$ cat src/rtl/esp_pkg.sv
package esp_pkg;

  // ----------------------------------------
  // Instruction opcodes
  // ----------------------------------------
  localparam logic [7:0] OP_LATCH_SET = 8'h06; // Sets write latch
  localparam logic [7:0] OP_LATCH_CLEAR = 8'h04; // Clears write latch
  localparam logic [7:0] OP_STATUS_READ = 8'h05; // Status read
  localparam logic [7:0] OP_STATUS_WRITE = 8'h01; // Status write

  // ----------------------------------------
  // Status byte layout
  // ----------------------------------------
  localparam int LOCK_POS = 7; // Status lock bit
  localparam int SEL_HI_POS = 3; // Protect select, high
  localparam int SEL_LO_POS = 2; // Protect select, low
  localparam int LATCH_POS = 1; // Write latch flag
  localparam int ACTIVE_POS = 0; // Cycle active flag
  localparam logic [2:0] NV_DELIVERY = 3'h0; // Lock and selects as delivered

  // ----------------------------------------
  // Array geometry and protected regions
  // ----------------------------------------
  localparam int ADDR_W = 15; // Array address width
  localparam logic [14:0] QUARTER_BASE = 15'h6000; // Upper quarter start
  localparam logic [14:0] HALF_BASE = 15'h4000; // Upper half start

  // ----------------------------------------
  // Timing
  // ----------------------------------------
  localparam int CLK_PERIOD_NS = 8; // Core clock period
  localparam int CYCLE_TIME_NS = 40000; // Self-timed cycle length, plain default
  localparam int CYCLE_CLKS = (CYCLE_TIME_NS + CLK_PERIOD_NS - 1) / CLK_PERIOD_NS;
  localparam int SCLK_HALF_NS = 40; // Half period of the generated link clock
  localparam int SCLK_HALF_CLKS = SCLK_HALF_NS / CLK_PERIOD_NS;

  // ----------------------------------------
  // Controller register map
  // ----------------------------------------
  localparam logic [3:0] HOST_CMD_ADDR = 4'h0; // W: [7:0] opcode, [15:8] data
  localparam logic [3:0] HOST_STAT_ADDR = 4'h1; // R: [0] busy, [15:8] rx byte, [16] wp
  localparam logic [3:0] HOST_WP_ADDR = 4'h2; // RW: [0] write-protect pin level

  // ----------------------------------------
  // State types
  // ----------------------------------------
  typedef enum {DEV_IDLE, DEV_OPCODE, DEV_WAIT_END, DEV_STATUS_OUT, DEV_WR_DATA, DEV_WR_DONE,
                DEV_IGNORE} esp_dev_state_e;
  typedef enum {H_IDLE, H_SETUP, H_LOW, H_HIGH, H_END, H_GAP} esp_host_state_e;

  // Protected region decode, used for array write checks
  function automatic logic esp_in_region(input logic [1:0] sel, input logic [14:0] addr);
    case (sel)
      2'h1: esp_in_region = (addr >= QUARTER_BASE);
      2'h2: esp_in_region = (addr >= HALF_BASE);
      2'h3: esp_in_region = 1'b1;
      default: esp_in_region = 1'b0;
    endcase
  endfunction : esp_in_region

endpackage : esp_pkg

$ cat src/rtl/esp_link_if.sv
interface esp_link_if;
  logic sel_n; // Chip select, active low
  logic sclk; // Serial clock
  logic mosi; // Data into the device
  logic wp_n; // Write protect, active low
  logic miso; // Data out of the device
  logic miso_oe; // Device drives the data-out line
  logic miso_line; // Resolved line, pulled high when undriven

  assign miso_line = miso_oe ? miso : 1'b1;

  modport device (input sel_n, input sclk, input mosi, input wp_n, output miso, output miso_oe);
  modport host (output sel_n, output sclk, output mosi, output wp_n, input miso_line);
endinterface : esp_link_if

$ cat src/rtl/esp_device.sv
// Functional notes
// - Latch clear waits for select to rise
// - Latch cleared by reset, clear, cycle end
// - Status read always allowed, repeats continuously
// - Master polls busy before new instruction
// - Cycle flag high only during write cycles
// - Latch flag low rejects all writes
// - Protect selects nonvolatile, refuse region writes
// - Lock high, protect low: hardware mode
// - Latch set needed before status write
// - Status write is opcode plus one byte
// - Status write keeps b6-b4,b1,b0; b6-b4 zero
// - Select must rise right after eighth bit
// - Select rise starts cycle, end clears latch
// - Old protection bits hold until cycle end
// - Lock low: pin level does not matter
// - Lock high, pin high: writes accepted
// - Hardware mode leaves only by pin high
// - Region writes refused in both modes
// - One-byte opcodes; unknown opcode deselects device
// - Selects: none, quarter, half, whole
// - Reset clears flags, needs select fall
// - MSB first, sample rise, drive fall
module esp_device #(
  parameter int CYCLE_LEN = esp_pkg::CYCLE_CLKS // Self-timed cycle in core clocks
) (
  input wire logic core_clk,
  input wire logic rst_n,
  input wire logic nv_load, // Loads delivery state into nonvolatile bits
  esp_link_if.device link,
  input wire logic array_wr_req, // Array write request pulse
  input wire logic [esp_pkg::ADDR_W-1:0] array_wr_addr,
  output logic array_wr_ack, // Array write accepted, cycle started
  output logic array_wr_nak, // Array write refused
  output logic [7:0] protection_status,
  output logic hard_protect_mode,
  output logic soft_protect_mode
);
  import esp_pkg::*;

  // ----------------------------------------
  // Pin synchronisers
  // ----------------------------------------
  logic sel_m, sel_s, sel_d; // Select: meta, stable, delayed
  logic sclk_m, sclk_s, sclk_d; // Link clock: meta, stable, delayed
  logic mosi_m, mosi_s; // Data in
  logic wp_m, wp_s; // Write protect pin

  // Select resets low so a select already low must first rise
  always_ff @(posedge core_clk or negedge rst_n)
  begin
    if (!rst_n)
    begin
      sel_m <= 1'b0;
      sel_s <= 1'b0;
      sel_d <= 1'b0;
      sclk_m <= 1'b0;
      sclk_s <= 1'b0;
      sclk_d <= 1'b0;
      mosi_m <= 1'b0;
      mosi_s <= 1'b0;
      wp_m <= 1'b1;
      wp_s <= 1'b1;
    end
    else
    begin
      sel_m <= link.sel_n;
      sel_s <= sel_m;
      sel_d <= sel_s;
      sclk_m <= link.sclk;
      sclk_s <= sclk_m;
      sclk_d <= sclk_s;
      mosi_m <= link.mosi;
      mosi_s <= mosi_m;
      wp_m <= link.wp_n;
      wp_s <= wp_m;
    end
  end

  // ----------------------------------------
  // Edge events and shared state
  // ----------------------------------------
  logic frame_start; // Select fell
  logic frame_end; // Select rose
  logic sclk_rise; // Sampling edge while selected
  logic sclk_fall; // Driving edge while selected
  esp_dev_state_e state; // Frame decoder state
  logic [2:0] bit_cnt; // Bits of current byte
  logic [6:0] in_sh; // Input shift, MSB first
  logic [7:0] in_byte; // Byte completed this edge
  logic [7:0] opcode; // Decoded instruction
  logic [7:0] pending; // Status byte awaiting commit
  logic write_latch_flag; // Write enable latch
  logic busy; // Self-timed cycle running
  logic status_cycle; // Running cycle is a status write
  logic [31:0] cyc_cnt; // Cycle timer
  logic lock; // Nonvolatile lock bit
  logic [1:0] prot_sel; // Nonvolatile protect selects
  logic hw_mode; // Hardware protected, live
  logic [7:0] status_now; // Live status byte
  logic do_set, do_clear, do_status_write_cmd; // Frame-end actions
  logic arr_ok; // Array write may start

  assign frame_start = sel_d & ~sel_s;
  assign frame_end = sel_s & ~sel_d;
  assign sclk_rise = ~sel_s & sclk_s & ~sclk_d;
  assign sclk_fall = ~sel_s & ~sclk_s & sclk_d;
  assign in_byte = {in_sh, mosi_s};
  assign hw_mode = lock & ~wp_s;

  // Reserved bits always zero, layout fixed
  assign status_now = {lock, 3'h0, prot_sel, write_latch_flag, busy};

  // Latch instructions act only once select rises cleanly after 8 bits
  assign do_set = frame_end && state == DEV_WAIT_END && opcode == OP_LATCH_SET;
  assign do_clear = frame_end && state == DEV_WAIT_END && opcode == OP_LATCH_CLEAR;
  assign do_status_write_cmd = frame_end && state == DEV_WR_DONE;

  // Array write gated by latch, busy and current selects
  assign arr_ok = write_latch_flag && !busy && !esp_in_region(prot_sel, array_wr_addr);

  // ----------------------------------------
  // Frame decoder
  // ----------------------------------------
  always_ff @(posedge core_clk or negedge rst_n)
  begin
    if (!rst_n)
    begin
      state <= DEV_IDLE;
      bit_cnt <= 3'h0;
      in_sh <= 7'h00;
      opcode <= 8'h00;
      pending <= 8'h00;
    end
    else if (frame_end)
    begin
      state <= DEV_IDLE; // Any deselect ends the frame
    end
    else if (frame_start)
    begin
      state <= DEV_OPCODE;
      bit_cnt <= 3'h0;
    end
    else if (sclk_rise)
    begin
      in_sh <= in_byte[6:0];
      bit_cnt <= bit_cnt + 3'h1;
      case (state)
        DEV_OPCODE:
        begin
          if (bit_cnt == 3'h7)
          begin
            opcode <= in_byte;
            case (in_byte)
              OP_LATCH_SET, OP_LATCH_CLEAR:
                state <= busy ? DEV_IGNORE : DEV_WAIT_END;
              OP_STATUS_READ:
                state <= DEV_STATUS_OUT;
              OP_STATUS_WRITE:
                state <= (write_latch_flag && !busy && !hw_mode) ? DEV_WR_DATA : DEV_IGNORE;
              default:
                state <= DEV_IGNORE; // Unknown opcode deselects
            endcase
          end
        end
        DEV_WR_DATA:
        begin
          if (bit_cnt == 3'h7)
          begin
            pending <= in_byte;
            state <= DEV_WR_DONE;
          end
        end
        DEV_WAIT_END, DEV_WR_DONE:
          state <= DEV_IGNORE; // Extra clock: not a whole instruction
        default:
          state <= state; // Idle, status out, ignore: no change
      endcase
    end
  end

  // ----------------------------------------
  // Status output shifter
  // ----------------------------------------
  logic [2:0] out_cnt; // Bit position within output byte
  logic [6:0] out_sh; // Remaining bits of the byte

  // Each byte snapshots live status, so busy polling sees updates
  always_ff @(posedge core_clk or negedge rst_n)
  begin
    if (!rst_n)
    begin
      out_cnt <= 3'h0;
      out_sh <= 7'h00;
      link.miso <= 1'b1;
      link.miso_oe <= 1'b0;
    end
    else
    begin
      link.miso_oe <= state == DEV_STATUS_OUT && !sel_s;
      if (frame_start)
      begin
        out_cnt <= 3'h0;
      end
      else if (sclk_fall && state == DEV_STATUS_OUT)
      begin
        out_cnt <= out_cnt + 3'h1;
        if (out_cnt == 3'h0)
        begin
          link.miso <= status_now[7];
          out_sh <= status_now[6:0];
        end
        else
        begin
          link.miso <= out_sh[6];
          out_sh <= {out_sh[5:0], 1'b0};
        end
      end
    end
  end

  // ----------------------------------------
  // Self-timed cycle
  // ----------------------------------------
  logic cyc_done; // Last clock of a cycle
  assign cyc_done = busy && cyc_cnt == 32'(CYCLE_LEN - 1);

  // Status and array writes share one timer
  always_ff @(posedge core_clk or negedge rst_n)
  begin
    if (!rst_n)
    begin
      busy <= 1'b0;
      status_cycle <= 1'b0;
      cyc_cnt <= 32'h0;
    end
    else if (do_status_write_cmd || (array_wr_req && arr_ok))
    begin
      busy <= 1'b1;
      status_cycle <= do_status_write_cmd;
      cyc_cnt <= 32'h0;
    end
    else if (cyc_done)
    begin
      busy <= 1'b0;
    end
    else if (busy)
    begin
      cyc_cnt <= cyc_cnt + 32'h1;
    end
  end

  // ----------------------------------------
  // Write enable latch
  // ----------------------------------------
  // Latch instructions are refused while busy, so set never meets cycle end
  always_ff @(posedge core_clk or negedge rst_n)
  begin
    if (!rst_n)
      write_latch_flag <= 1'b0;
    else if (do_set)
      write_latch_flag <= 1'b1;
    else if (do_clear || cyc_done)
      write_latch_flag <= 1'b0;
  end

  // ----------------------------------------
  // Nonvolatile bits
  // ----------------------------------------
  // No reset here: these survive power-on reset, nv_load sets delivery state
  always_ff @(posedge core_clk)
  begin
    if (nv_load)
    begin
      {lock, prot_sel} <= NV_DELIVERY;
    end
    else if (cyc_done && status_cycle)
    begin
      lock <= pending[LOCK_POS];
      prot_sel <= {pending[SEL_HI_POS], pending[SEL_LO_POS]};
    end
  end

  // ----------------------------------------
  // User-side outputs
  // ----------------------------------------
  always_ff @(posedge core_clk or negedge rst_n)
  begin
    if (!rst_n)
    begin
      array_wr_ack <= 1'b0;
      array_wr_nak <= 1'b0;
      protection_status <= 8'h00;
      hard_protect_mode <= 1'b0;
      soft_protect_mode <= 1'b1;
    end
    else
    begin
      array_wr_ack <= array_wr_req && arr_ok && !do_status_write_cmd;
      array_wr_nak <= array_wr_req && !(arr_ok && !do_status_write_cmd);
      protection_status <= status_now;
      hard_protect_mode <= hw_mode;
      soft_protect_mode <= ~hw_mode;
    end
  end

endmodule : esp_device

$ cat src/flat_wrapper.sv
// flat-port wrapper written by rule: the top's interface ports become plain ports
module esp_device_flat import esp_pkg::*;
#(
  parameter int CYCLE_LEN = esp_pkg::CYCLE_CLKS                                   
)
  (core_clk, rst_n, nv_load, array_wr_req, array_wr_addr, array_wr_ack, array_wr_nak, protection_status, hard_protect_mode, soft_protect_mode, link_sel_n, link_sclk, link_mosi, link_wp_n, link_miso, link_miso_oe);
  esp_link_if link_i ();
  input wire logic core_clk;
  input wire logic rst_n;
  input wire logic nv_load;
  input wire logic array_wr_req;
  input wire logic [esp_pkg::ADDR_W-1:0] array_wr_addr;
  output logic array_wr_ack;
  output logic array_wr_nak;
  output logic [7:0] protection_status;
  output logic hard_protect_mode;
  output logic soft_protect_mode;
  input wire logic [$bits(link_i.sel_n)-1:0] link_sel_n;
  input wire logic [$bits(link_i.sclk)-1:0] link_sclk;
  input wire logic [$bits(link_i.mosi)-1:0] link_mosi;
  input wire logic [$bits(link_i.wp_n)-1:0] link_wp_n;
  output wire logic [$bits(link_i.miso)-1:0] link_miso;
  output wire logic [$bits(link_i.miso_oe)-1:0] link_miso_oe;
  assign link_i.sel_n = link_sel_n;
  assign link_i.sclk = link_sclk;
  assign link_i.mosi = link_mosi;
  assign link_i.wp_n = link_wp_n;
  assign link_miso = link_i.miso;
  assign link_miso_oe = link_i.miso_oe;
  esp_device #(.CYCLE_LEN(CYCLE_LEN)) u_core (.core_clk(core_clk), .rst_n(rst_n), .nv_load(nv_load), .link(link_i), .array_wr_req(array_wr_req), .array_wr_addr(array_wr_addr), .array_wr_ack(array_wr_ack), .array_wr_nak(array_wr_nak), .protection_status(protection_status), .hard_protect_mode(hard_protect_mode), .soft_protect_mode(soft_protect_mode));
endmodule
$ cat config.mk
export PLATFORM = sky130hd
export DESIGN_NAME = esp_device_flat
export DESIGN_NICKNAME = d
export VERILOG_FILES = /design/src/rtl/esp_pkg.sv /design/src/rtl/esp_link_if.sv /design/src/rtl/esp_device.sv /design/src/flat_wrapper.sv
export SDC_FILE = /design/constraint.sdc
export NUM_CORES = 1
export LEC_CHECK = 0
export ABC_CLOCK_PERIOD_IN_PS = 1850
export BUFFER_PORTS_ARGS = -buffer_cell sky130_fd_sc_hd__buf_2
export CAP_MARGIN = 20
export CORE_ASPECT_RATIO = 0.8
export CORE_UTILIZATION = 53
export DETAILED_ROUTE_END_ITERATION = 16
export PLACE_DENSITY_LB_ADDON = 0.05
export SLEW_MARGIN = 20
export SYNTH_ARGS = -nofsm -noshare
export SYNTH_HDL_FRONTEND = slang
export SYNTH_SLANG_ARGS = --single-unit
$ cat constraint.sdc
create_clock -name core_clk -period 1.85 [get_ports core_clk]
set_input_delay 0.37 -clock core_clk [delete_from_list [all_inputs] [get_ports core_clk]]
set_output_delay 0.37 -clock core_clk [all_outputs]
set_load 0.01 [all_outputs]
==> results_dict.tcl, run 1 <==
set metrics [dict create \
    grt_pass1_vias 2732 \
    dp_hpwl_mm 6.06 \
    ys_ff_latch 93 \
    vdd_ir_drop_max_uv 574 \
    die_x_um 103 \
    clkPwrFrac 0.305 \
    post_dp_cell_area_um2 4800 \
    cellLeakagePower_nw 2.40 \
    die_h_um 82.6 \
    cts_sinks 93 \
    synth_xor_area_frac 0.0569 \
    yosys_warnings 0 \
    period_share 0.995 \
    ys_seq_area_frac 0.538 \
    firstDrtPassIters 4 \
    synth_simple_gate_area_frac 0.220 \
    insertedDiodeCount 0 \
    fin_crit_ps 1840 \
    fin_skew_ps 4.79 \
    reg2reg_depth 5 \
    start_kind "flip-flop" \
    min_path_cells 1 \
    nFillCells 629 \
    postLayoutCoreUtil 0.666 \
    p_switching_mw 1.50 \
    clkSlewWorstSetupHoldPaths_ps 90 \
    arrival_ps 2100 \
    fp.dieArea_um2 8490 \
    post_drt_wl_per_cell_um 14.8 \
    setup_tns_ps 0 \
    row_count 29 \
    p_per_area_nw_per_um2 960 \
    fin_ws_ps 8.48 \
    synthMuxAreaShare 0.0732 \
    cts_made_buffers 9 \
    endpoint_kind "flip-flop" \
    grt_overflow 0 \
    coreArea_um2 7910 \
    final_area_um2 5270 \
    setup_viol_count_final 0 \
    synth_top_family_by_area "simple AND/OR/NAND/NOR gates" \
    tritoncts "yes" \
    ant_nets 0 \
    grt_use_total 0.216 \
    hold-worst-slack_ps 88.5 \
    tightest_slew_ps 511 \
    synth_fa_ha_area_frac 0.0203 \
    gp_congestion 0.839 \
    intPower_mw 3.56 \
    place_inst 552 \
    finalPower_mw 5.06 \
    required_ps 2110 \
    avgSynthCellArea_um2 10.9 \
    switching_share 0.296 \
    yosysUniqueCellTypes 53 \
    hold_class "in -> reg" \
    drive_gt1_frac 0.314 \
    synth-compound-area-share 0.0595 \
    path_cells "nand3_2 -> or4_4 -> nor4_2 -> xnor2_1 -> nor2_2" \
    syn_inst 396 \
    syn_to_final_growth_pct 22.3 \
    seq_power_share 0.494 \
    worstSkewPairLatency_ps 370 \
    routed_via_density 5.39 \
    hold_viol 0 \
    grt_max_degree 46 \
    critPathKind "reg -> reg" \
    fmax_mhz 543 \
    crit_path_max_incr_delay_ps 660 \
    fin_cells 582 \
    combPwrFrac 0.201 \
    slew_violations 0 \
    io_pins 37 \
    ys.flop_type "dfrtp_1" \
    start_util 0.545 \
    drv_cap 0 \
    wl_mm 8.62 \
    synth-edff-count 0 \
    async_reset_ff_frac 0.968 \
    clock-root-buffer "clkbuf_8" \
    status "finished clean" \
    final_nets 499 \
    drc 0 \
    relSlewSlack 0.659 \
    rsz0062_at_grt "yes" \
    critPathMaxFanout 10 \
    h-tree-depth 3 \
    netlist_area_um2 4310 \
    clk_path_buf_depth 2 \
    crit_path_top_delay_cell "or4_4" \
    vias 3135 \
    grt_pass1_wl_mm 13.6 \
    antenna_found_initial 0 \
    drtIter0Drc 126 \
    post-place-ws_ps -39.0 \
    port_buffers 20 \
]
==> cell usage in the layout (no fill, tap or decap), types with 3 or more instances in the layout <==
cell type  Yosys  final
o21ai_0       12     12
nor4b_2        1      3
nand2b_1       4      4
and3_1         3      3
dfxtp_1        3      3
buf_6          1      6
o211ai_1       4      4
nor2b_1        3      3
nand2_1       25     25
inv_1         16     16
nor4_1         6      3
xor2_1        11     11
ha_1           7      6
dfstp_2        4      4
nor4_2         9     10
buf_4          3     48
nand4_1       10     10
nor2_1        47     47
a21oi_2        0      3
xnor2_1       17     17
a21oi_1       12      9
and4_1         3      3
dfrtp_1       86     86
clkbuf_8       0      9
o21ai_1        5      3
nor3_1         5      5
or4_1          4      4
nand3_1       18     18
mux2i_1        9      9
and2_1         3      3
conb_1         1      3
mux2_2        20     20
nor2_2         4      4
buf_2          1     19
==> critical path: cells and delay by family (launching register included) <==
family                    cells  cell delay (ps)
and+or+nand+nor               4             1140
DFF                           1              420
xor gates and xnor gates      1              170
==> layer usage <==
metal	share of wire	track usage	wire length, um	vias to the layer above
met1	0.53	0.334	4580	1534
met5	0	0	0	-
met4	0.0053	0.0507	46	0
li1	-	-	-	1532
met3	0.044	0.0564	377	4
met2	0.42	0.300	3610	65
==> flip-flops by register name (all words and copies together), names as in the netlist, 2 cells and up <==
| register | flops |
|---|---|
| u_core.cyc_cnt | 32 |
| u_core.opcode | 8 |
| u_core.out_sh | 7 |
| u_core.state | 3 |
| u_core.bit_cnt | 3 |
| u_core.pending | 3 |
| u_core.in_sh | 7 |
| u_core.protection_status | 5 |
| u_core.out_cnt | 3 |
| u_core.prot_sel | 2 |
==> layout make-up <==
class	count	area, um^2	area share
clock buffer	9	124	0.0235
clock inverter	7	104	0.0197
tap	108	135	0.0256
inverter	16	60.1	0.0114
timing repair buffer	75	553	0.105
multi-input combinational	274	1980	0.375
sequential	93	2320	0.440
==> final timing paths <==
path | endpoint | start | slack (ps)
worst max register to register | u_core.cyc_cnt[26]$_DFFE_PN0P_ | u_core.cyc_cnt[11]$_DFFE_PN0P_ | 8
max in group asynchronous | u_core.sel_s$_DFF_PN0_ | rst_n | 810
min in group asynchronous | u_core.cyc_cnt[11]$_DFFE_PN0P_ | rst_n | 440
worst max-delay path | u_core.cyc_cnt[26]$_DFFE_PN0P_ | u_core.cyc_cnt[11]$_DFFE_PN0P_ | 8
worst min register to register | u_core.mosi_s$_DFF_PN0_ | u_core.mosi_m$_DFF_PN0_ | 350
worst min-delay path | u_core.wp_m$_DFF_PN1_ | link_wp_n | 90
==> power groups by stage <==
stage	Sequential [mW]	Combinational, mW	Clock [mW]
detailed placement	2.53	0.916	0
floorplan	2.50	0.579	0
CTS	2.49	0.942	1.58
global route	2.54	1.14	1.67
finish	2.50	1.02	1.54
global placement	2.52	0.889	0
==> synthesized netlist by cell type, types with 4 or more instances <==
cell type | n | area (um^2)
nor4_1 | 6 | 37.5
dfstp_2 | 4 | 105
mux2_2 | 20 | 225
inv_1 | 16 | 60.1
xor2_1 | 11 | 96.3
o211ai_1 | 4 | 30.0
dfrtp_1 | 86 | 2150
nor3_1 | 5 | 25.0
or4_1 | 4 | 30.0
nand3_1 | 18 | 90.1
a21oi_1 | 12 | 60.1
ha_1 | 7 | 87.6
nor4_2 | 9 | 113
clkbuf_1 | 9 | 33.8
nor2_2 | 4 | 25.0
o21ai_1 | 5 | 25.0
nor2_1 | 47 | 176
nand4_1 | 10 | 62.6
o21ai_0 | 12 | 60.1
nor4b_1 | 5 | 43.8
nand2b_1 | 4 | 25.0
nand2_1 | 25 | 93.8
mux2i_1 | 9 | 90.1
xnor2_1 | 17 | 149
==> cells by family (layout without fill, tap and decap cells) <==
kind of cell | after synthesis | in the layout
AO/OA/AOI/OAI | 43 | 43
XOR/XNOR | 28 | 28
adder cells (fa/ha/maj) | 7 | 7
buffers and inverters | 31 | 107
flip-flops | 93 | 93
multiplexers | 29 | 29
other | 1 | 3
AND/OR/NAND/NOR | 164 | 164
==> timing repair <==
action                     CTS  global route
hold buffers                 1             0
pin swaps                    1             7
setup buffers                4             9
hold endpoints to repair    21             0
setup endpoints to repair    9            17
gates resized for setup      3            21
Power figures use the tool's default switching activity.
==> inputs of run 2 (changes only) <==
--- a/config.mk
+++ b/config.mk
@@ -5,13 +5,13 @@
 export SDC_FILE = /design/constraint.sdc
 export NUM_CORES = 1
 export LEC_CHECK = 0
-export ABC_CLOCK_PERIOD_IN_PS = 1850
+export ABC_CLOCK_PERIOD_IN_PS = 2200
 export BUFFER_PORTS_ARGS = -buffer_cell sky130_fd_sc_hd__buf_2
 export CAP_MARGIN = 20
 export CORE_ASPECT_RATIO = 0.8
-export CORE_UTILIZATION = 53
+export CORE_UTILIZATION = 64
 export DETAILED_ROUTE_END_ITERATION = 16
-export PLACE_DENSITY_LB_ADDON = 0.05
+export PLACE_DENSITY = 0.89
 export SLEW_MARGIN = 20
 export SYNTH_ARGS = -nofsm -noshare
 export SYNTH_HDL_FRONTEND = slang
==> constraint.sdc (replaced) <==
create_clock -name core_clk -period 2.2 [get_ports core_clk]
set_input_delay 0.44 -clock core_clk [delete_from_list [all_inputs] [get_ports core_clk]]
set_output_delay 0.44 -clock core_clk [all_outputs]
set_load 0.01 [all_outputs]
==> run 2 against run 1 <==
Setup slack improved by 45 ps. Wire length is 1.7% higher. Final cell count fell by 12%. Largest power group unchanged. Clock skew up 8.3 ps. First-iteration DRC count rose by 48%. Flip-flop and latch count unchanged. Fmax decreased by 14%. Sequential power decreased by 14%. Combinational power shrank 36%. Via count shrank 0.48%. Highest routed layer unchanged. Worst hold slack got worse by 71 ps. Global-route usage increased by 5.5 points.
==> results_dict.tcl, run 2 (synthesized netlist as in run 1, its figures left out) <==
set metrics [dict create \
    status "finished clean" \
    slew_violations 0 \
    syn_to_final_growth_pct 10.3 \
    reg.largest.list "u_core.cyc_cnt x32, u_core.opcode x8" \
    clock-root-buffer "clkbuf_8" \
    crit_path_top_delay_cell "or4_1" \
    drc 0 \
    cts_sinks 93 \
    tightest_slew_ps 565 \
    coreArea_um2 6440 \
    fp.dieArea_um2 7060 \
    hold_viol 0 \
    start_kind "flip-flop" \
    cts_hold_buffers 0 \
    seqCellArea_um2 2320 \
    regMostFlops "u_core.cyc_cnt" \
    io_pins 37 \
    cts_made_buffers 9 \
    wl_mm 8.77 \
    grt_max_degree 42 \
    firstDrtPassIters 4 \
    grt_pass1_vias 3015 \
    row_count 26 \
    ant_nets 0 \
    cellLeakagePower_nw 2.11 \
    endpoint_kind "flip-flop" \
    hold_class "in -> async" \
    tritoncts "yes" \
    worstSkewPairLatency_ps 370 \
    die_x_um 93.7 \
    mostFrequentLayoutCell "dfrtp_1" \
    gp_congestion 0.866 \
    grt_use_total 0.271 \
    post_drt_wl_per_cell_um 17.1 \
    drive_gt1_frac 0.219 \
    worst-path-buf-inv 2 \
    antenna_found_initial 0 \
    multi_input_area_um2 1880 \
    arrival_ps 2450 \
    h-tree-depth 3 \
    routed_via_density 6.07 \
    critPathMaxFanout 9 \
    required_ps 2500 \
    vdd_ir_drop_max_uv 539 \
    grt_overflow 0 \
    path_cells "ha_1 -> nor4b_2 -> nand4b_1 -> buf_4 -> o21ai_1 -> buf_4 -> or4_1 -> nand2_1" \
    vias 3120 \
    insertedDiodeCount 0 \
    worst_path_most_repeated_cell "buf_4" \
    fmax_mhz 466 \
    crit_path_max_incr_delay_ps 490 \
    p_per_area_nw_per_um2 823 \
    clk_path_buf_depth 2 \
    relSlewSlack 0.623 \
    largest_reg_flops 32 \
    setup_viol_count_final 0 \
    layout_common_cells "86 x dfrtp_1, 47 x nor2_1, 25 x nand2_1" \
    path_delay_family "simple AND/OR/NAND/NOR gates" \
    nFillCells 421 \
    clkSlewWorstSetupHoldPaths_ps 100 \
    dp_hpwl_mm 6.04 \
    critPathKind "reg -> reg" \
    final_area_um2 4750 \
    drv_cap 0 \
    final_nets 455 \
    grt_pass1_wl_mm 14.4 \
    postLayoutCoreUtil 0.738 \
    drtIter0Drc 186 \
    start_util 0.669 \
    hold-worst-slack_ps 17.4 \
    die_h_um 75.4 \
    fin_skew_ps 13.1 \
    period_share 0.976 \
    port_buffers 20 \
    post_dp_cell_area_um2 4540 \
    finalPower_mw 3.91 \
    fin_crit_ps 2150 \
]
run 2: cell types whose count changed in the layout (fill, tap and decap cells not counted), sizes merged:
cell / delta
buf: -43
clkinv: +1
dlygate4sd3: -1
bufinv: -2
clkinvlp: +1
run 2: path summary, 6_finish.rpt:
path | start | end | slack (ps) | cells past startpoint
hold / removal | rst_n | u_core.out_sh[6]$_DFFE_PN0P_ | 20 | 1
max in group asynchronous | rst_n | u_core.wp_m$_DFF_PN1_ | 1560 | 2
hold reg to reg | u_core.mosi_m$_DFF_PN0_ | u_core.mosi_s$_DFF_PN0_ | 350 | 0
setup reg to reg | u_core.cyc_cnt[0]$_DFFE_PN0P_ | u_core.cyc_cnt[18]$_DFFE_PN0P_ | 50 | 8
min in group core_clk | link_wp_n | u_core.wp_m$_DFF_PN1_ | 170 | 1
setup / recovery | u_core.cyc_cnt[0]$_DFFE_PN0P_ | u_core.cyc_cnt[18]$_DFFE_PN0P_ | 50 | 8
run 2: area by class of cell:
class | count | share of cell area
tap | 84 | 0.0221
clock buffer | 9 | 0.0261
timing repair buffer | 31 | 0.0416
clock inverter | 7 | 0.0147
inverter | 16 | 0.0126
multi-input combinational | 274 | 0.395
sequential | 93 | 0.488
run 2: worst reg2reg max path: stages, from the launching register on:
cell and delay (ps):
dfrtp_1 450, ha_1 290, nor4b_2 200, nand4b_1 120, buf_4 170, o21ai_1 80
buf_4 180, or4_1 490, nand2_1 100
run 2: report_power, final:
group	leakage (nW)	total (mW)	switching, mW	internal (mW)
registers	1.21	2.16	0.253	1.91
logic	0.812	0.655	0.361	0.294
clock network	0.0887	1.09	0.655	0.439
total	2.11	3.91	1.27	2.64
run 2: what timing repair did:
action / 4_1_cts / 5_1_grt
gates resized for setup: 0 / 2
setup endpoints to repair: 0 / 7
setup buffers: 0 / 1
run 2: through the flow:
step                setup WS [ps]  setup TNS [ps]  instances
floorplan                     324               0        398
global placement              253               0        497
detailed placement            122               0        497
CTS                          36.0               0        513
global route                -32.0           -38.0        514
finish                       53.7               0        514
run 2: metal layers:
| metal | vias up | share of wire | track usage |
|---|---|---|---|
| met4 | 0 | 0.017 | 0.103 |
| met2 | 104 | 0.49 | 0.429 |
| li1 | 1448 | - | - |
| met1 | 1551 | 0.44 | 0.367 |
| met3 | 17 | 0.053 | 0.0709 |
| met5 | - | 0 | 0 |
==> inputs of run 3 (changes only) <==
--- a/config.mk
+++ b/config.mk
@@ -9,9 +9,9 @@
 export BUFFER_PORTS_ARGS = -buffer_cell sky130_fd_sc_hd__buf_2
 export CAP_MARGIN = 20
 export CORE_ASPECT_RATIO = 0.8
-export CORE_UTILIZATION = 64
+export CORE_UTILIZATION = 55
 export DETAILED_ROUTE_END_ITERATION = 16
-export PLACE_DENSITY = 0.89
+export PLACE_DENSITY = 0.78
 export SLEW_MARGIN = 20
 export SYNTH_ARGS = -nofsm -noshare
 export SYNTH_HDL_FRONTEND = slang
==> run 3 against run 2 <==
Die area increased by 16%. Final area increased by 0.87%. Sequential power about the same. Core utilization decreased by 9.8 points. Worst hold slack improved by 34 ps. Critical path depth unchanged. Flip-flop and latch count unchanged. Wire length decreased by 6.9%. Sequential share of layout area decreased by 0.42 points. Critical path type unchanged.
==> results_dict.tcl, run 3 (synthesized netlist as in run 1, its figures left out) <==
set metrics [dict create \
    tritoncts "yes" \
    hold_class "in -> async" \
    vias 2996 \
    r2r_slack_ps 180 \
    syn_to_final_growth_pct 11.3 \
    grt_pass1_vias 2812 \
    start_kind "flip-flop" \
    coreArea_um2 7500 \
    drive_gt1_frac 0.212 \
    largest_reg_flops 32 \
    fin_skew_ps 11.0 \
    layout_common_cells "86 x dfrtp_1, 47 x nor2_1, 25 x nand2_1" \
    status "finished clean" \
    insertedDiodeCount 0 \
    period_share 0.917 \
    io_pins 37 \
    hold-worst-slack_ps 51.2 \
    row_count 28 \
    port_buffers 20 \
    post_drt_wl_per_cell_um 15.3 \
    tightest_slew_ps 522 \
    clk_path_buf_depth 2 \
    rsz0062_at_grt "no" \
    ant_nets 0 \
    nFillCells 590 \
    die_h_um 81.2 \
    arrival_ps 2310 \
    h-tree-depth 3 \
    fmax_mhz 496 \
    routed_via_density 5.60 \
    regMostFlops "u_core.cyc_cnt" \
    p_per_area_nw_per_um2 839 \
    wl_mm 8.16 \
    cts_made_buffers 9 \
    clkSlewWorstSetupHoldPaths_ps 90 \
    worstSkewPairLatency_ps 350 \
    vdd_ir_drop_max_uv 486 \
    hold_viol 0 \
    setup_tns_ps 0 \
    cts_hold_buffers 0 \
    final_nets 455 \
    mostFrequentLayoutCell "dfrtp_1" \
    clock-root-buffer "clkbuf_8" \
    seqCellArea_um2 2320 \
    setup_viol_count_final 0 \
    drv_cap 0 \
    fin_crit_ps 2020 \
    firstDrtPassIters 4 \
    critPathMaxFanout 9 \
    cts_sinks 93 \
    drtIter0Drc 173 \
    endpoint_kind "flip-flop" \
    required_ps 2490 \
    reg2reg_depth 8 \
    dp_hpwl_mm 5.61 \
    critPathKind "reg -> reg" \
    grt_max_degree 40 \
    grt_pass1_wl_mm 13.7 \
    gp_congestion 0.824 \
    r2r_end "u_core.cyc_cnt[18]$_DFFE_PN0P_" \
    cellLeakagePower_nw 2.12 \
    grt_use_total 0.221 \
    die_x_um 101 \
    r2r_start "u_core.cyc_cnt[0]$_DFFE_PN0P_" \
    multi_input_area_um2 1870 \
    start_util 0.575 \
    slew_violations 0 \
    fp.dieArea_um2 8190 \
    drc 0 \
    relSlewSlack 0.651 \
    grt_overflow 0 \
    reg.largest.list "u_core.cyc_cnt x32, u_core.opcode x8" \
    antenna_found_initial 0 \
    postLayoutCoreUtil 0.639 \
]
==> run 3: how the worst max path moves through the flow <==
stage	startpoint	endpoint	cells after the start
2_1_floorplan	u_core.sel_d$_DFF_PN0_	u_core.cyc_cnt[0]$_DFFE_PN0P_	8
6_report	u_core.cyc_cnt[0]$_DFFE_PN0P_	u_core.cyc_cnt[18]$_DFFE_PN0P_	8
3_5_place_dp	u_core.cyc_cnt[0]$_DFFE_PN0P_	u_core.prot_sel[1]$_SDFFE_PP0P_	6
4_1_cts	u_core.cyc_cnt[0]$_DFFE_PN0P_	u_core.lock$_SDFFE_PP0P_	6
5_1_grt	u_core.cyc_cnt[0]$_DFFE_PN0P_	u_core.cyc_cnt[15]$_DFFE_PN0P_	8
3_3_place_gp	u_core.cyc_cnt[0]$_DFFE_PN0P_	u_core.prot_sel[1]$_SDFFE_PP0P_	6
==> run 3: area by class of cell <==
| cell class | count | area share |
|---|---|---|
| Multi-Input combinational cell | 274 | 0.390 |
| Inverter | 16 | 0.0125 |
| Clock inverter | 5 | 0.0175 |
| Clock buffer | 11 | 0.0274 |
| Sequential cell | 93 | 0.483 |
| Timing Repair Buffer | 31 | 0.0412 |
| Tap cell | 105 | 0.0274 |
==> run 3: through the flow <==
stage	power (mW)	instances	area, um^2	worst slack [ps]
global route	4.24	535	4790	83.6
detailed placement	2.80	518	4560	116
finish	4.02	535	4790	183
floorplan	2.58	398	4320	324
global placement	2.76	518	4560	208
CTS	4.03	534	4780	91.7
==> run 3: worst max-delay path: stages (launching register included) <==
cell and delay (ps):
dfrtp_1 450, ha_1 280, nor4b_1 160, nand4b_1 100, buf_4 160, o21ai_1 70, buf_4 170, or4_1 470
nand2_1 80
==> run 3: per-layer routing <==
metal | GRT usage | vias up | wire length [um]
met5 | 0 | - | 0
met4 | 0.0783 | 0 | 106
met3 | 0.0568 | 12 | 385
met2 | 0.321 | 65 | 3700
met1 | 0.320 | 1475 | 3970
li1 | - | 1444 | -
==> run 3: what timing repair did <==
action	4_1_cts	5_1_grt
setup endpoints to repair	0	3
gates resized for setup	0	1
setup buffers	0	1
==> run 3: power breakdown <==
group / total, mW / leakage, nW / switching, mW / internal (mW)
Sequential: 2.15 / 1.21 / 0.239 / 1.91
Clock: 1.23 / 0.100 / 0.588 / 0.645
Combinational: 0.640 / 0.810 / 0.351 / 0.289
Total: 4.02 / 2.12 / 1.18 / 2.84
